<file path="config.mk">
export PLATFORM = sky130hd
export DESIGN_NAME = capture_timer
export DESIGN_NICKNAME = d
export VERILOG_FILES = /design/src/capture_timer.v /design/src/count_prescaler.v /design/src/edge_filter.v
export VERILOG_INCLUDE_DIRS = /design/src
export SDC_FILE = /design/constraint.sdc
export NUM_CORES = 1
export LEC_CHECK = 0
export BUFFER_PORTS_ARGS = -buffer_cell sky130_fd_sc_hd__buf_2
export CORE_ASPECT_RATIO = 1.5
export CORE_UTILIZATION = 54
export DETAILED_ROUTE_END_ITERATION = 12
export PLACE_DENSITY = 0.84
export SYNTH_ARGS = -nofsm -noshare
export SYNTH_HDL_FRONTEND = slang
export SYNTH_SLANG_ARGS = --single-unit
</file>
<file path="constraint.sdc">
create_clock -name clock -period 2 [get_ports clock]
set_input_delay 0.3 -clock clock [delete_from_list [all_inputs] [get_ports clock]]
set_output_delay 0.3 -clock clock [all_outputs]
set_load 0.01 [all_outputs]
</file>
<file path="src/capture_timer_defines.vh">
// Purpose: Constants for the pulse-width capture and square-wave timer block
// Assumes: Included by every design file of the block
// Notes:   Offsets are word indices on the plain register port
`ifndef CAPTURE_TIMER_DEFINES_VH
`define CAPTURE_TIMER_DEFINES_VH

// =============================================================
// Register offsets
`define OFS_MODE      4'h0
`define OFS_CAPCTL    4'h1
`define OFS_PRESCALE  4'h2
`define OFS_OUTCTL    4'h3
`define OFS_CMP_A     4'h4
`define OFS_CMP_B     4'h5
`define OFS_COUNT     4'h6
`define OFS_STATUS    4'h7
`define OFS_IRQ_MASK  4'h8

// =============================================================
// Field positions
`define MODE_LO_BIT      0
`define MODE_HI_BIT      1
`define CAP_A_ON_B_BIT   0
`define CAP_SRC_BIT      1
`define CAP_B_OPP_BIT    2
`define PRE_CLK_LO_BIT   0
`define ES_A_LO_BIT      4
`define ES_B_LO_BIT      6
`define OUT_EN_BIT       0
`define OUT_TOGGLE_BIT   1
`define OUT_INIT_BIT     2
`define ST_IRQ_A_BIT     0
`define ST_IRQ_B_BIT     1
`define ST_OVF_BIT       2

// =============================================================
// Operating modes
`define MODE_STOP     2'h0
`define MODE_RESTART  2'h1
`define MODE_FREE     2'h2
`define MODE_CLEAR    2'h3

// =============================================================
// Edge selections and prescaler
`define EDGE_FALL   2'h0
`define EDGE_RISE   2'h1
`define EDGE_NONE   2'h2
`define EDGE_BOTH   2'h3
`define DIV_4_LAST  8'h03
`define DIV_256_LAST 8'hFF

// =============================================================
// Reset values and counter maximum
`define RST_BYTE    8'h00
`define RST_WORD    16'h0000
`define COUNT_MAX   16'hFFFF

`endif

</file>
<file path="src/capture_timer.v">
// Purpose: 16-bit timer section for pulse-width capture and square-wave output
// Assumes: Single clock; plain register port with read data one cycle later
// Notes:   Interval, event-count, pulse-generator and one-shot modes not built
//
// Design decisions made here: strobed register access and the register offsets.

`timescale 1ns/10ps
`include "capture_timer_defines.vh"

// How it works
// - Widths are measured either off a free-running counter or by capture-and-restart on input A edges.
// - An input level counts only after two equal samples at the count clock, rejecting short noise.
// - In free-running mode each valid edge on input A copies the counter into register B and raises interrupt B.
// - With input B enabled and two-register mode off, a valid edge on input B copies the counter into register A and raises interrupt A.
// - In two-register mode the opposite edge of input A captures into register A while the selected edge loads B.
// - With input A set to both edges, register A never captures from input A.
// - With the capture-source bit set, a B edge raises interrupt A but leaves register A untouched.
// - In restart mode each valid A edge captures into register B and then clears the counter to zero.
// - In clear-on-compare mode with output enable and toggle set, the output pin inverts every compare value plus one count clocks.
// - The counter runs while the mode bits are nonzero and is cleared to zero and held there when they return to zero.
module capture_timer
(
	clock,
	reset,
	clk_en,
	addr,
	wr_data,
	wr_stb,
	rd_stb,
	rd_data,
	timer_input_a,
	timer_input_b,
	timer_output_pin,
	irq_reg_a_event,
	irq_reg_b_event,
	irq
);
	input  wire        clock;
	input  wire        reset;
	input  wire        clk_en;
	input  wire [3:0]  addr;
	input  wire [15:0] wr_data;
	input  wire        wr_stb;
	input  wire        rd_stb;
	output reg  [15:0] rd_data;
	input  wire        timer_input_a;
	input  wire        timer_input_b;
	output reg         timer_output_pin;
	output reg         irq_reg_a_event;
	output reg         irq_reg_b_event;
	output reg         irq;

	// =============================================================
	// Registers
	reg [1:0]  timer_mode_control_ff;
	reg [2:0]  capture_control_ff;
	reg [7:0]  prescaler_edge_select_ff;
	reg [2:0]  output_control_ff;
	reg [15:0] capcomp_reg_a_ff;
	reg [15:0] capcomp_reg_b_ff;
	reg [15:0] count_value_ff;
	reg [2:0]  status_ff;
	reg [2:0]  irq_mask_ff;
	reg        input_a_dly_ff;

	reg [15:0] nxt_count;
	reg [15:0] nxt_cap_a;
	reg [15:0] nxt_cap_b;
	reg        nxt_out;
	reg        ev_a;
	reg        ev_b;
	reg        ev_ovf;
	reg [15:0] nxt_rd;

	wire       run;
	wire       tick;
	wire       a_rise;
	wire       a_fall;
	wire       a_valid;
	wire       b_valid;
	wire       a_opposite;
	wire       a_pin_edge;
	wire [1:0] es_a;
	wire [1:0] es_b;
	wire       wr_mode;
	wire       wr_status;
	wire [2:0] nxt_status;

	assign run   = timer_mode_control_ff != `MODE_STOP;
	assign es_a  = prescaler_edge_select_ff[`ES_A_LO_BIT+1:`ES_A_LO_BIT];
	assign es_b  = prescaler_edge_select_ff[`ES_B_LO_BIT+1:`ES_B_LO_BIT];
	assign wr_mode   = wr_stb && (addr == `OFS_MODE);
	assign wr_status = wr_stb && (addr == `OFS_STATUS);

	// Raw pin edge for the external count clock, outside the capture filter
	assign a_pin_edge = timer_input_a ^ input_a_dly_ff;

	// =============================================================
	// Count clock and input filters
	count_prescaler u_pre
	(
		.clock    (clock),
		.reset    (reset),
		.clk_en   (clk_en),
		.run      (run),
		.clk_sel  (prescaler_edge_select_ff[`PRE_CLK_LO_BIT+1:`PRE_CLK_LO_BIT]),
		.ext_edge (a_pin_edge),
		.tick     (tick)
	);

	edge_filter u_filt_a
	(
		.clock       (clock),
		.reset       (reset),
		.clk_en      (clk_en),
		.sample_tick (tick),
		.pin_in      (timer_input_a),
		.edge_sel    (es_a),
		.rise_out    (a_rise),
		.fall_out    (a_fall),
		.valid_out   (a_valid)
	);

	edge_filter u_filt_b
	(
		.clock       (clock),
		.reset       (reset),
		.clk_en      (clk_en),
		.sample_tick (tick),
		.pin_in      (timer_input_b),
		.edge_sel    (es_b),
		.rise_out    (),
		.fall_out    (),
		.valid_out   (b_valid)
	);

	// Opposite edge of input A; none exists when both edges are selected
	assign a_opposite = ((es_a == `EDGE_RISE) && a_fall) ||
		((es_a == `EDGE_FALL) && a_rise);

	// =============================================================
	// Counter, capture and square-wave logic
	always @*
	begin
		nxt_count = count_value_ff;
		nxt_cap_a = capcomp_reg_a_ff;
		nxt_cap_b = capcomp_reg_b_ff;
		nxt_out   = timer_output_pin;
		ev_a      = 1'b0;
		ev_b      = 1'b0;
		ev_ovf    = 1'b0;
		if (!run)
			nxt_count = `RST_WORD;
		else if (tick)
		begin
			nxt_count = count_value_ff + 16'h0001;
			if (count_value_ff == `COUNT_MAX)
				ev_ovf = 1'b1;
			if (timer_mode_control_ff == `MODE_CLEAR)
			begin
				// Clear on compare A match gives a period of compare + 1 counts
				if (count_value_ff == capcomp_reg_a_ff)
				begin
					nxt_count = `RST_WORD;
					ev_ovf    = 1'b0;
					ev_a      = 1'b1;
					if (output_control_ff[`OUT_EN_BIT] &&
						output_control_ff[`OUT_TOGGLE_BIT])
						nxt_out = ~timer_output_pin;
				end
			end
			else
			begin
				if (a_valid)
				begin
					nxt_cap_b = count_value_ff;
					ev_b      = 1'b1;
					if (timer_mode_control_ff == `MODE_RESTART)
					begin
						nxt_count = `RST_WORD;
						ev_ovf    = 1'b0;
					end
				end
				if (capture_control_ff[`CAP_B_OPP_BIT] && a_opposite)
					nxt_cap_a = count_value_ff;
				else if (!capture_control_ff[`CAP_B_OPP_BIT] &&
					capture_control_ff[`CAP_A_ON_B_BIT] && b_valid)
				begin
					ev_a = 1'b1;
					if (!capture_control_ff[`CAP_SRC_BIT])
						nxt_cap_a = count_value_ff;
				end
			end
		end
		if (!output_control_ff[`OUT_EN_BIT])
			nxt_out = output_control_ff[`OUT_INIT_BIT];
	end

	// Hardware set wins over a write-one clear in the same cycle
	assign nxt_status = (status_ff & ~(wr_status ? wr_data[2:0] : 3'h0)) |
		{ev_ovf, ev_b, ev_a};

	always @*
	begin
		case (addr)
			`OFS_MODE:     nxt_rd = {14'h0000, timer_mode_control_ff};
			`OFS_CAPCTL:   nxt_rd = {13'h0000, capture_control_ff};
			`OFS_PRESCALE: nxt_rd = {8'h00, prescaler_edge_select_ff};
			`OFS_OUTCTL:   nxt_rd = {13'h0000, output_control_ff};
			`OFS_CMP_A:    nxt_rd = capcomp_reg_a_ff;
			`OFS_CMP_B:    nxt_rd = capcomp_reg_b_ff;
			`OFS_COUNT:    nxt_rd = count_value_ff;
			`OFS_STATUS:   nxt_rd = {13'h0000, status_ff};
			`OFS_IRQ_MASK: nxt_rd = {13'h0000, irq_mask_ff};
			default:       nxt_rd = `RST_WORD;
		endcase
	end

	// =============================================================
	// State update
	always @(posedge clock)
	begin
		if (reset)
		begin
			timer_mode_control_ff    <= `MODE_STOP;
			capture_control_ff       <= 3'h0;
			prescaler_edge_select_ff <= `RST_BYTE;
			output_control_ff        <= 3'h0;
			capcomp_reg_a_ff         <= `RST_WORD;
			capcomp_reg_b_ff         <= `RST_WORD;
			count_value_ff           <= `RST_WORD;
			status_ff                <= 3'h0;
			irq_mask_ff              <= 3'h0;
			input_a_dly_ff           <= 1'b0;
			rd_data                  <= `RST_WORD;
			timer_output_pin         <= 1'b0;
			irq_reg_a_event          <= 1'b0;
			irq_reg_b_event          <= 1'b0;
			irq                      <= 1'b0;
		end
		else if (clk_en)
		begin
			input_a_dly_ff   <= timer_input_a;
			count_value_ff   <= nxt_count;
			capcomp_reg_b_ff <= nxt_cap_b;
			timer_output_pin <= nxt_out;
			status_ff        <= nxt_status;
			irq_reg_a_event  <= ev_a;
			irq_reg_b_event  <= ev_b;
			irq              <= |(nxt_status & irq_mask_ff);
			rd_data          <= rd_stb ? nxt_rd : `RST_WORD;
			if (wr_stb && addr == `OFS_CMP_A)
				capcomp_reg_a_ff <= wr_data;
			else
				capcomp_reg_a_ff <= nxt_cap_a;
			if (wr_mode)
				timer_mode_control_ff <= wr_data[`MODE_HI_BIT:`MODE_LO_BIT];
			if (wr_stb && addr == `OFS_CAPCTL)
				capture_control_ff <= wr_data[2:0];
			if (wr_stb && addr == `OFS_PRESCALE)
				prescaler_edge_select_ff <= wr_data[7:0];
			if (wr_stb && addr == `OFS_OUTCTL)
				output_control_ff <= wr_data[2:0];
			if (wr_stb && addr == `OFS_IRQ_MASK)
				irq_mask_ff <= wr_data[2:0];
		end
	end

endmodule // capture_timer

</file>
<file path="src/count_prescaler.v">
// Purpose: Count-clock enable generator
// Assumes: Select 0 = every clock, 1 = /4, 2 = /256, 3 = input edge
// Notes:   Held in reset while the timer is stopped so the first tick is aligned
`timescale 1ns/10ps
`include "capture_timer_defines.vh"

module count_prescaler
(
	clock,
	reset,
	clk_en,
	run,
	clk_sel,
	ext_edge,
	tick
);
	input  wire       clock;
	input  wire       reset;
	input  wire       clk_en;
	input  wire       run;
	input  wire [1:0] clk_sel;
	input  wire       ext_edge;
	output reg        tick;

	reg [7:0] div_ff;
	reg [7:0] last;

	always @*
	begin
		last = (clk_sel == 2'h1) ? `DIV_4_LAST : `DIV_256_LAST;
		case (clk_sel)
			2'h0:    tick = run;
			2'h3:    tick = run && ext_edge;
			default: tick = run && (div_ff == last);
		endcase
	end

	always @(posedge clock)
	begin
		if (reset)
			div_ff <= 8'h00;
		else if (clk_en)
		begin
			if (!run || div_ff == last)
				div_ff <= 8'h00;
			else
				div_ff <= div_ff + 8'h01;
		end
	end

endmodule // count_prescaler

</file>
<file path="src/edge_filter.v">
// Purpose: Two-sample level filter and valid-edge detector for one timer input
// Assumes: Input synchronous to clock; sample_tick marks each count clock
// Notes:   A new level counts only once seen on two successive samples
`timescale 1ns/10ps
`include "capture_timer_defines.vh"

module edge_filter
(
	clock,
	reset,
	clk_en,
	sample_tick,
	pin_in,
	edge_sel,
	rise_out,
	fall_out,
	valid_out
);
	input  wire       clock;
	input  wire       reset;
	input  wire       clk_en;
	input  wire       sample_tick;
	input  wire       pin_in;
	input  wire [1:0] edge_sel;
	output wire       rise_out;
	output wire       fall_out;
	output wire       valid_out;

	reg sample_ff;
	reg level_ff;
	reg nxt_level;

	// =============================================================
	// Double-level sampling
	always @*
	begin
		nxt_level = level_ff;
		if (sample_tick && (sample_ff == pin_in))
			nxt_level = pin_in;
	end

	always @(posedge clock)
	begin
		if (reset)
		begin
			sample_ff <= 1'b0;
			level_ff  <= 1'b0;
		end
		else if (clk_en && sample_tick)
		begin
			sample_ff <= pin_in;
			level_ff  <= nxt_level;
		end
	end

	assign rise_out  = clk_en && (nxt_level & ~level_ff);
	assign fall_out  = clk_en && (~nxt_level & level_ff);
	assign valid_out = ((edge_sel == `EDGE_RISE) && rise_out) ||
		((edge_sel == `EDGE_FALL) && fall_out) ||
		((edge_sel == `EDGE_BOTH) && (rise_out || fall_out));

endmodule // edge_filter

</file>
==> key figures, run 1 <==
Setup path
  – Setup CP Type: flop to flop
  – Critical R2R Capture: capcomp_reg_a_ff[2]
  – Required @ worst endpoint: 2.28 ns
  – Slowest CP cell: dfxtp_1
  – Critical path fanouts, max: 8
  – Largest stage delay, worst path: between 0.5 and 0.6 ns
  – Top delay family on crit path: compound AO/OA/AOI/OAI gates
  – Worst setup SP type: flop
  – Worst EP arrival: approximately 2.4 ns
  – R2R depth: 7
  – CP startpoint: prescaler_edge_select_ff[7]
  – Crit end category: flop
  – Cell Chain, Critical Path: xnor2_1 > a32oi_1 > o32ai_1 > a32o_2 > buf_6 > clkbuf_16 > a211oi_2
  – Register-to-register setup slack: -0.13 ns
  – FF-to-FF Start: prescaler_edge_select_ff[7]
  – CP bufs+invs: 2

Detailed routing
  – Remaining antenna violation count: 0
  – Detailed-route via count: about 5800
  – DRT Pass-1 Iters: 11
  – WL final: around 19000 microns
  – WL/cell: ~22 microns
  – DRC: 2
  – DRT iter0 DRCs: about 790
  – Vias per inst: a little under 7

Timing
  – Post-route minimum period: between 2 and 2.5 ns
  – Worst slew pin tran: between 0.8 and 0.9 ns
  – Final Hold Vio Count: 0
  – Tcrit/Tclk final: 1.06
  – Achievable Freq: approximately 470 MHz
  – Final setup fails: 25
  – Worst relative slew slack: 0.401
  – Final worst slack: -0.128 ns
  – RSZ-0062 raised after global routing: yes
  – Clk_skew: between 0.01 and 0.015 ns
  – Fin. max-slew vios: 0

Floorplan
  – Die Area: between 10000 and 15000 sq um
  – Initial Util: 0.556
  – Die width: roughly 84 microns
  – Core Region: between 9000 and 10000 sq um
  – IO Pins: 47
  – Chip height: 125 microns
  – Row count: 44

Power and ir drop
  – Peak VDD IR: around 0.41 mV
  – Power, Total: around 4.3 mW
  – Leakage: ~2.5 nW
  – PwrDens: between 600 and 700 nW/um^2

Logic synthesis
  – Top FF cell, synth: dfxtp_1
  – Distinct cells, synth: 55
  – Post-synth EDFFs: 0
  – Sequential area share after synthesis: 0.380
  – Share of synthesized flip-flops with an asynchronous set or reset: 0
  – Post-synthesis instance area: 5420 sq um
  – Ys Warns: 0
  – #FFs+latches synth: 103
  – Mapped Nets: 703
  – Synth Instances: around 670
  – Syn Area/Cell: between 8 and 9 sq um

Worst hold path
  – WHS Path Cells: 3
  – Worst Hold Path EP: prescaler_edge_select_ff[6]
  – Worst hold path class: input pin to flop
  – Hold Path Origin: wr_data[6]

Cells and area
  – Area Growth Syn to Fin: 25.3%
  – Layout cell share with drive strength beyond 1: 0.247
  – Final net count: about 770
  – Fin cells: 857
  – Most frequent cells in the layout: dfxtp_1 (96), nor2_1 (78), nand2_1 (60)
  – # fillers: roughly 660
  – Final Instance Area: 6800 sq um
  – Most common cell after layout, fill and taps aside: dfxtp_1
  – # diodes: 0

GRT
  – Largest net degree at the start of global routing: 42
  – Vias in the first global route: roughly 5500
  – Gr ovfl total: 0
  – Global-route usage over all layers: 0.332
  – First-pass GRT wire length: roughly 27000 microns
  – Antenna violations before repair: 0

Placed design
  – Gp weighted congestion: between 0.9 and 1
  – Port Buffers: 46
  – Placed cells: about 830
  – DP Area: around 6000 sq um
  – Detail Placement HPWL: approximately 12000 microns

Clock network
  – Num CTS Buffers: 9
  – CTS tree: yes
  – CTS Root Cell: clkbuf_16
  – H-tree levels: 3
  – Clk buf depth: 2
  – Clk slew on worst S/H paths: approximately 0.080 ns
  – Hold_buf cts: 0
  – Worst skew pair latency: 0.37 ns
  – CTS sink cnt: around 100

Status
  – Violated checks: DRC, setup timing
  – Status: complete, but fails checks

Run
  – Max Cap Viol: 0
## worst max path at each step
stage	endpoint	slack, ns	cells past startpoint
global placement	count_value_ff[10]	-0.02	7
detailed placement	u_filt_a.level_ff	-0.15	7
floorplan	count_value_ff[13]	-0.02	7
CTS	capcomp_reg_a_ff[12]	0.005	6
global route	capcomp_reg_a_ff[12]	-0.15	8
finish	capcomp_reg_a_ff[2]	-0.13	7
## state kept, by name (all words and copies together), names as in the netlist, 2 cells and up
register	count
capcomp_reg_a_ff	16
capcomp_reg_b_ff	16
capture_control_ff	3
count_value_ff	16
irq_mask_ff	3
output_control_ff	3
prescaler_edge_select_ff	8
rd_data	16
status_ff	3
timer_mode_control_ff	2
u_pre.div_ff	8
## metrics by stage
stage                     hold WS, ns  setup slack (ns)   util  TNS, ns
after floorplan                 0.433           -0.0211      -   -0.351
after global placement          0.441           -0.0174  0.619  -0.0174
after detailed placement        0.445            -0.150  0.619    -1.95
after CTS                       0.203           0.00463  0.661        0
after global routing            0.226            -0.147  0.697    -3.65
final                           0.213            -0.128  0.697    -1.77
## worst min-delay path: cells and delay by family
| family | cells | cell delay [ns] |
|---|---|---|
| buffers and inverters | 1 | 0.11 |
| AO/OA/AOI/OAI | 1 | 0.05 |
| AND/OR/NAND/NOR | 1 | 0.06 |
## layer usage
layer	share of wire	routed length [microns]	GRT usage
met5	0	0	0
met4	0.076	1440	0.228
met3	0.098	1850	0.0775
met2	0.49	9310	0.572
met1	0.33	6340	0.355
## cells by family after synthesis
group           share of synthesized area
buf+inv                            0.0503
simple gates                        0.247
compound gates                      0.188
flops                               0.380
mux                                0.0865
xor+xnor                           0.0436
fa+ha+maj                         0.00461
## where the power goes
part | internal, mW | total (mW) | leakage [nW] | switching, mW
clock | 1.00 | 1.90 | 0.154 | 0.895
combinational | 0.117 | 0.316 | 1.47 | 0.199
sequential | 2.05 | 2.07 | 0.835 | 0.0126
## synthesized netlist by cell type (2+ instances only)
master / instances / area [sq um]
a2111oi_0: 2 / 17.5
a211oi_1: 17 / 128
a21oi_1: 46 / 230
a221oi_1: 2 / 17.5
a22oi_1: 27 / 203
a31o_2: 2 / 17.5
a31oi_1: 10 / 62.6
a41oi_1: 3 / 26.3
and2_1: 5 / 31.3
and3_1: 7 / 43.8
and4_1: 2 / 17.5
buf_1: 5 / 18.8
buf_2: 5 / 25.0
buf_4: 2 / 15.0
clkbuf_1: 51 / 191
dfxtp_1: 103 / 2060
ha_1: 2 / 25.0
inv_1: 6 / 22.5
mux2_2: 5 / 56.3
mux2i_1: 39 / 390
nand2_1: 62 / 233
nand2b_1: 19 / 119
nand3_1: 44 / 220
nand3b_1: 3 / 22.5
nand4_1: 13 / 81.3
nand4b_1: 2 / 17.5
nor2_1: 78 / 293
nor2b_1: 8 / 50.1
nor3_1: 11 / 55.1
nor3b_1: 2 / 15.0
nor4_1: 4 / 25.0
nor4b_1: 3 / 26.3
o211ai_1: 7 / 52.6
o21ai_0: 19 / 95.1
o221ai_1: 5 / 43.8
o22ai_1: 6 / 37.5
o32ai_1: 3 / 26.3
or3_1: 2 / 12.5
xnor2_1: 13 / 114
xor2_1: 14 / 123
## timing repair
| item | in CTS | in global routing |
|---|---|---|
| gates cloned | 1 | 5 |
| pin swaps | 2 | 21 |
| endpoints found under the setup margin | 44 | 51 |
| buffers inserted | 0 | 6 |
| gates resized for setup | 16 | 45 |
| endpoints found under the hold margin | 0 | 0 |
## area by class of cell
cell class | instances | area (sq um) | area share
sequential | 103 | 2080 | 0.306
tap | 115 | 144 | 0.0212
clock inverter | 7 | 87.6 | 0.0129
inverter | 6 | 22.5 | 0.00331
multi-input combinational | 502 | 3290 | 0.484
clock buffer | 9 | 225 | 0.0331
timing repair buffer | 115 | 950 | 0.140
Power figures use the tool's default switching activity.
==> run 2: changes to the inputs <==
--- a/config.mk
+++ b/config.mk
@@ -8,9 +8,10 @@
 export LEC_CHECK = 0
 export BUFFER_PORTS_ARGS = -buffer_cell sky130_fd_sc_hd__buf_2
 export CORE_ASPECT_RATIO = 1.5
-export CORE_UTILIZATION = 54
+export CORE_UTILIZATION = 56
+export CTS_BUF_LIST = sky130_fd_sc_hd__clkbuf_4
 export DETAILED_ROUTE_END_ITERATION = 12
-export PLACE_DENSITY = 0.84
+export PLACE_DENSITY = 0.87
 export SYNTH_ARGS = -nofsm -noshare
 export SYNTH_HDL_FRONTEND = slang
 export SYNTH_SLANG_ARGS = --single-unit
==> key figures, run 2 (synthesis gave the netlist of run 1 again) <==
Status
  – Status: finished clean

Clock network
  – Worst skew pair latency: roughly 0.48 ns
  – CTS sink cnt: ~100
  – Clk slew on worst S/H paths: 0.18 ns
  – CTS tree: yes
  – Num CTS Buffers: 9
  – CTS Root Cell: clkbuf_4
  – Hold_buf cts: 0
  – H-tree levels: 3
  – Clk buf depth: 2

Detailed routing
  – WL final: ~17000 microns
  – Remaining antenna violation count: 0
  – WL/cell: slightly below 20 microns
  – Detailed-route via count: about 5500
  – DRC: 0
  – DRT iter0 DRCs: 600
  – Vias per inst: 6.49
  – DRT Pass-1 Iters: 5

Timing
  – Clk_skew: around 0.028 ns
  – RSZ-0062 raised after global routing: yes
  – Tcrit/Tclk final: 0.970
  – Fin. max-slew vios: 0
  – Worst slew pin tran: 0.617 ns
  – Post-route minimum period: around 1.9 ns
  – Final Hold Vio Count: 0
  – Achievable Freq: 516 MHz
  – Final worst slack: between 0.06 and 0.07 ns
  – Final setup fails: 0
  – Worst relative slew slack: 0.583

Run
  – Max Cap Viol: 0

Setup path
  – Critical path fanouts, max: 8
  – Required @ worst endpoint: ~2.4 ns
  – Crit end category: flop
  – Worst setup SP type: flop
  – Setup CP Type: flop to flop
  – Worst EP arrival: 2.29 ns

Cells and area
  – Most common cell after layout, fill and taps aside: dfxtp_1
  – Final net count: 767
  – Final core occ: 0.688
  – Layout cell share with drive strength beyond 1: 0.232
  – Area Growth Syn to Fin: 18.0%
  – # diodes: 0
  – Most frequent cells in the layout: dfxtp_1 (96), nor2_1 (76), buf_4 (63)

Power and ir drop
  – PwrDens: 529 nW/um^2
  – Leakage: around 2.3 nW
  – Peak VDD IR: ~0.46 mV
  – Power, Total: roughly 3.4 mW

GRT
  – Antenna violations before repair: 0
  – Global-route usage over all layers: 0.333
  – Gr ovfl total: 0
  – Largest net degree at the start of global routing: 46
  – Vias in the first global route: 5296
  – First-pass GRT wire length: ~25000 microns

Worst hold path
  – Worst hold path class: input pin to flop

Floorplan
  – Chip height: 123 microns
  – Die width: just over 80 microns
  – Core Region: 9310 sq um
  – Die Area: roughly 10000 sq um
  – Row count: between 40 and 50
  – Initial Util: 0.583
  – IO Pins: between 40 and 50

Placed design
  – Port Buffers: 46
  – Gp weighted congestion: between 0.9 and 1
  – Detail Placement HPWL: about 11000 microns
  – Pre-CTS setup slack: -0.0900 ns
## run 2: cell types whose count changed in the layout (fill, tap and decap cells not counted), sizes merged
cell	delta
clkinv	-1
clkinvlp	+1
buf	+5
bufinv	-1
clkbuf	-4
## run 2: layer usage
layer	GRT usage	share of wire	vias up	wire, microns
met2	0.556	0.51	296	8380
li1	-	-	2548	-
met3	0.0810	0.064	91	1070
met5	0	0	-	0
met4	0.240	0.065	0	1070
met1	0.357	0.36	2608	6000
## run 2: critical path, stage by stage (launching register included)
cell and delay, ns:
dfxtp_4 0.40, and4_4 0.26, a41oi_4 0.15, nor4_4 0.35, a32o_2 0.27, buf_4 0.16, clkbuf_16 0.16, a211oi_1 0.07
## run 2: final cells by class
cell class / count / area [sq um]
repair buffers: 116 / 813
flip-flops and latches: 103 / 2080
clock inverters: 6 / 51.3
well taps: 112 / 140
inverters: 6 / 22.5
multi-input cells: 502 / 3230
fillers: 735 / 2910
clock buffers: 9 / 67.6
## run 2: what timing repair did
action	CTS	global route
resized for setup	6	34
pin swaps	1	3
setup endpoints to repair	20	56
gates cloned	0	2
setup buffers	0	6
## run 2: worst paths after layout
check | from | endpoint | slack, ns | cells past startpoint
setup / recovery | u_pre.div_ff[6] | capcomp_reg_a_ff[8] | 0.06 | 7
hold / removal | wr_data[7] | prescaler_edge_select_ff[7] | 0.08 | 3
setup reg to reg | u_pre.div_ff[6] | capcomp_reg_a_ff[8] | 0.06 | 7
hold reg to reg | capcomp_reg_b_ff[1] | capcomp_reg_b_ff[1] | 0.47 | 2
## run 2: power by group
part           switching (mW)  internal [mW]  leakage [nW]
combinational           0.181          0.109          1.44
sequential             0.0114           2.06         0.834
clock                   0.753          0.269        0.0638
## run 2: per-stage QoR
stage	area (sq um)	TNS, ns	cells	hold WS, ns
floorplan	5430	-0.351	674	0.433
global placement	6040	0	831	0.438
detailed placement	6040	-0.417	831	0.447
CTS	6170	0	846	0.0586
global route	6400	-0.0425	854	0.0686
finish	6400	0	854	0.0780
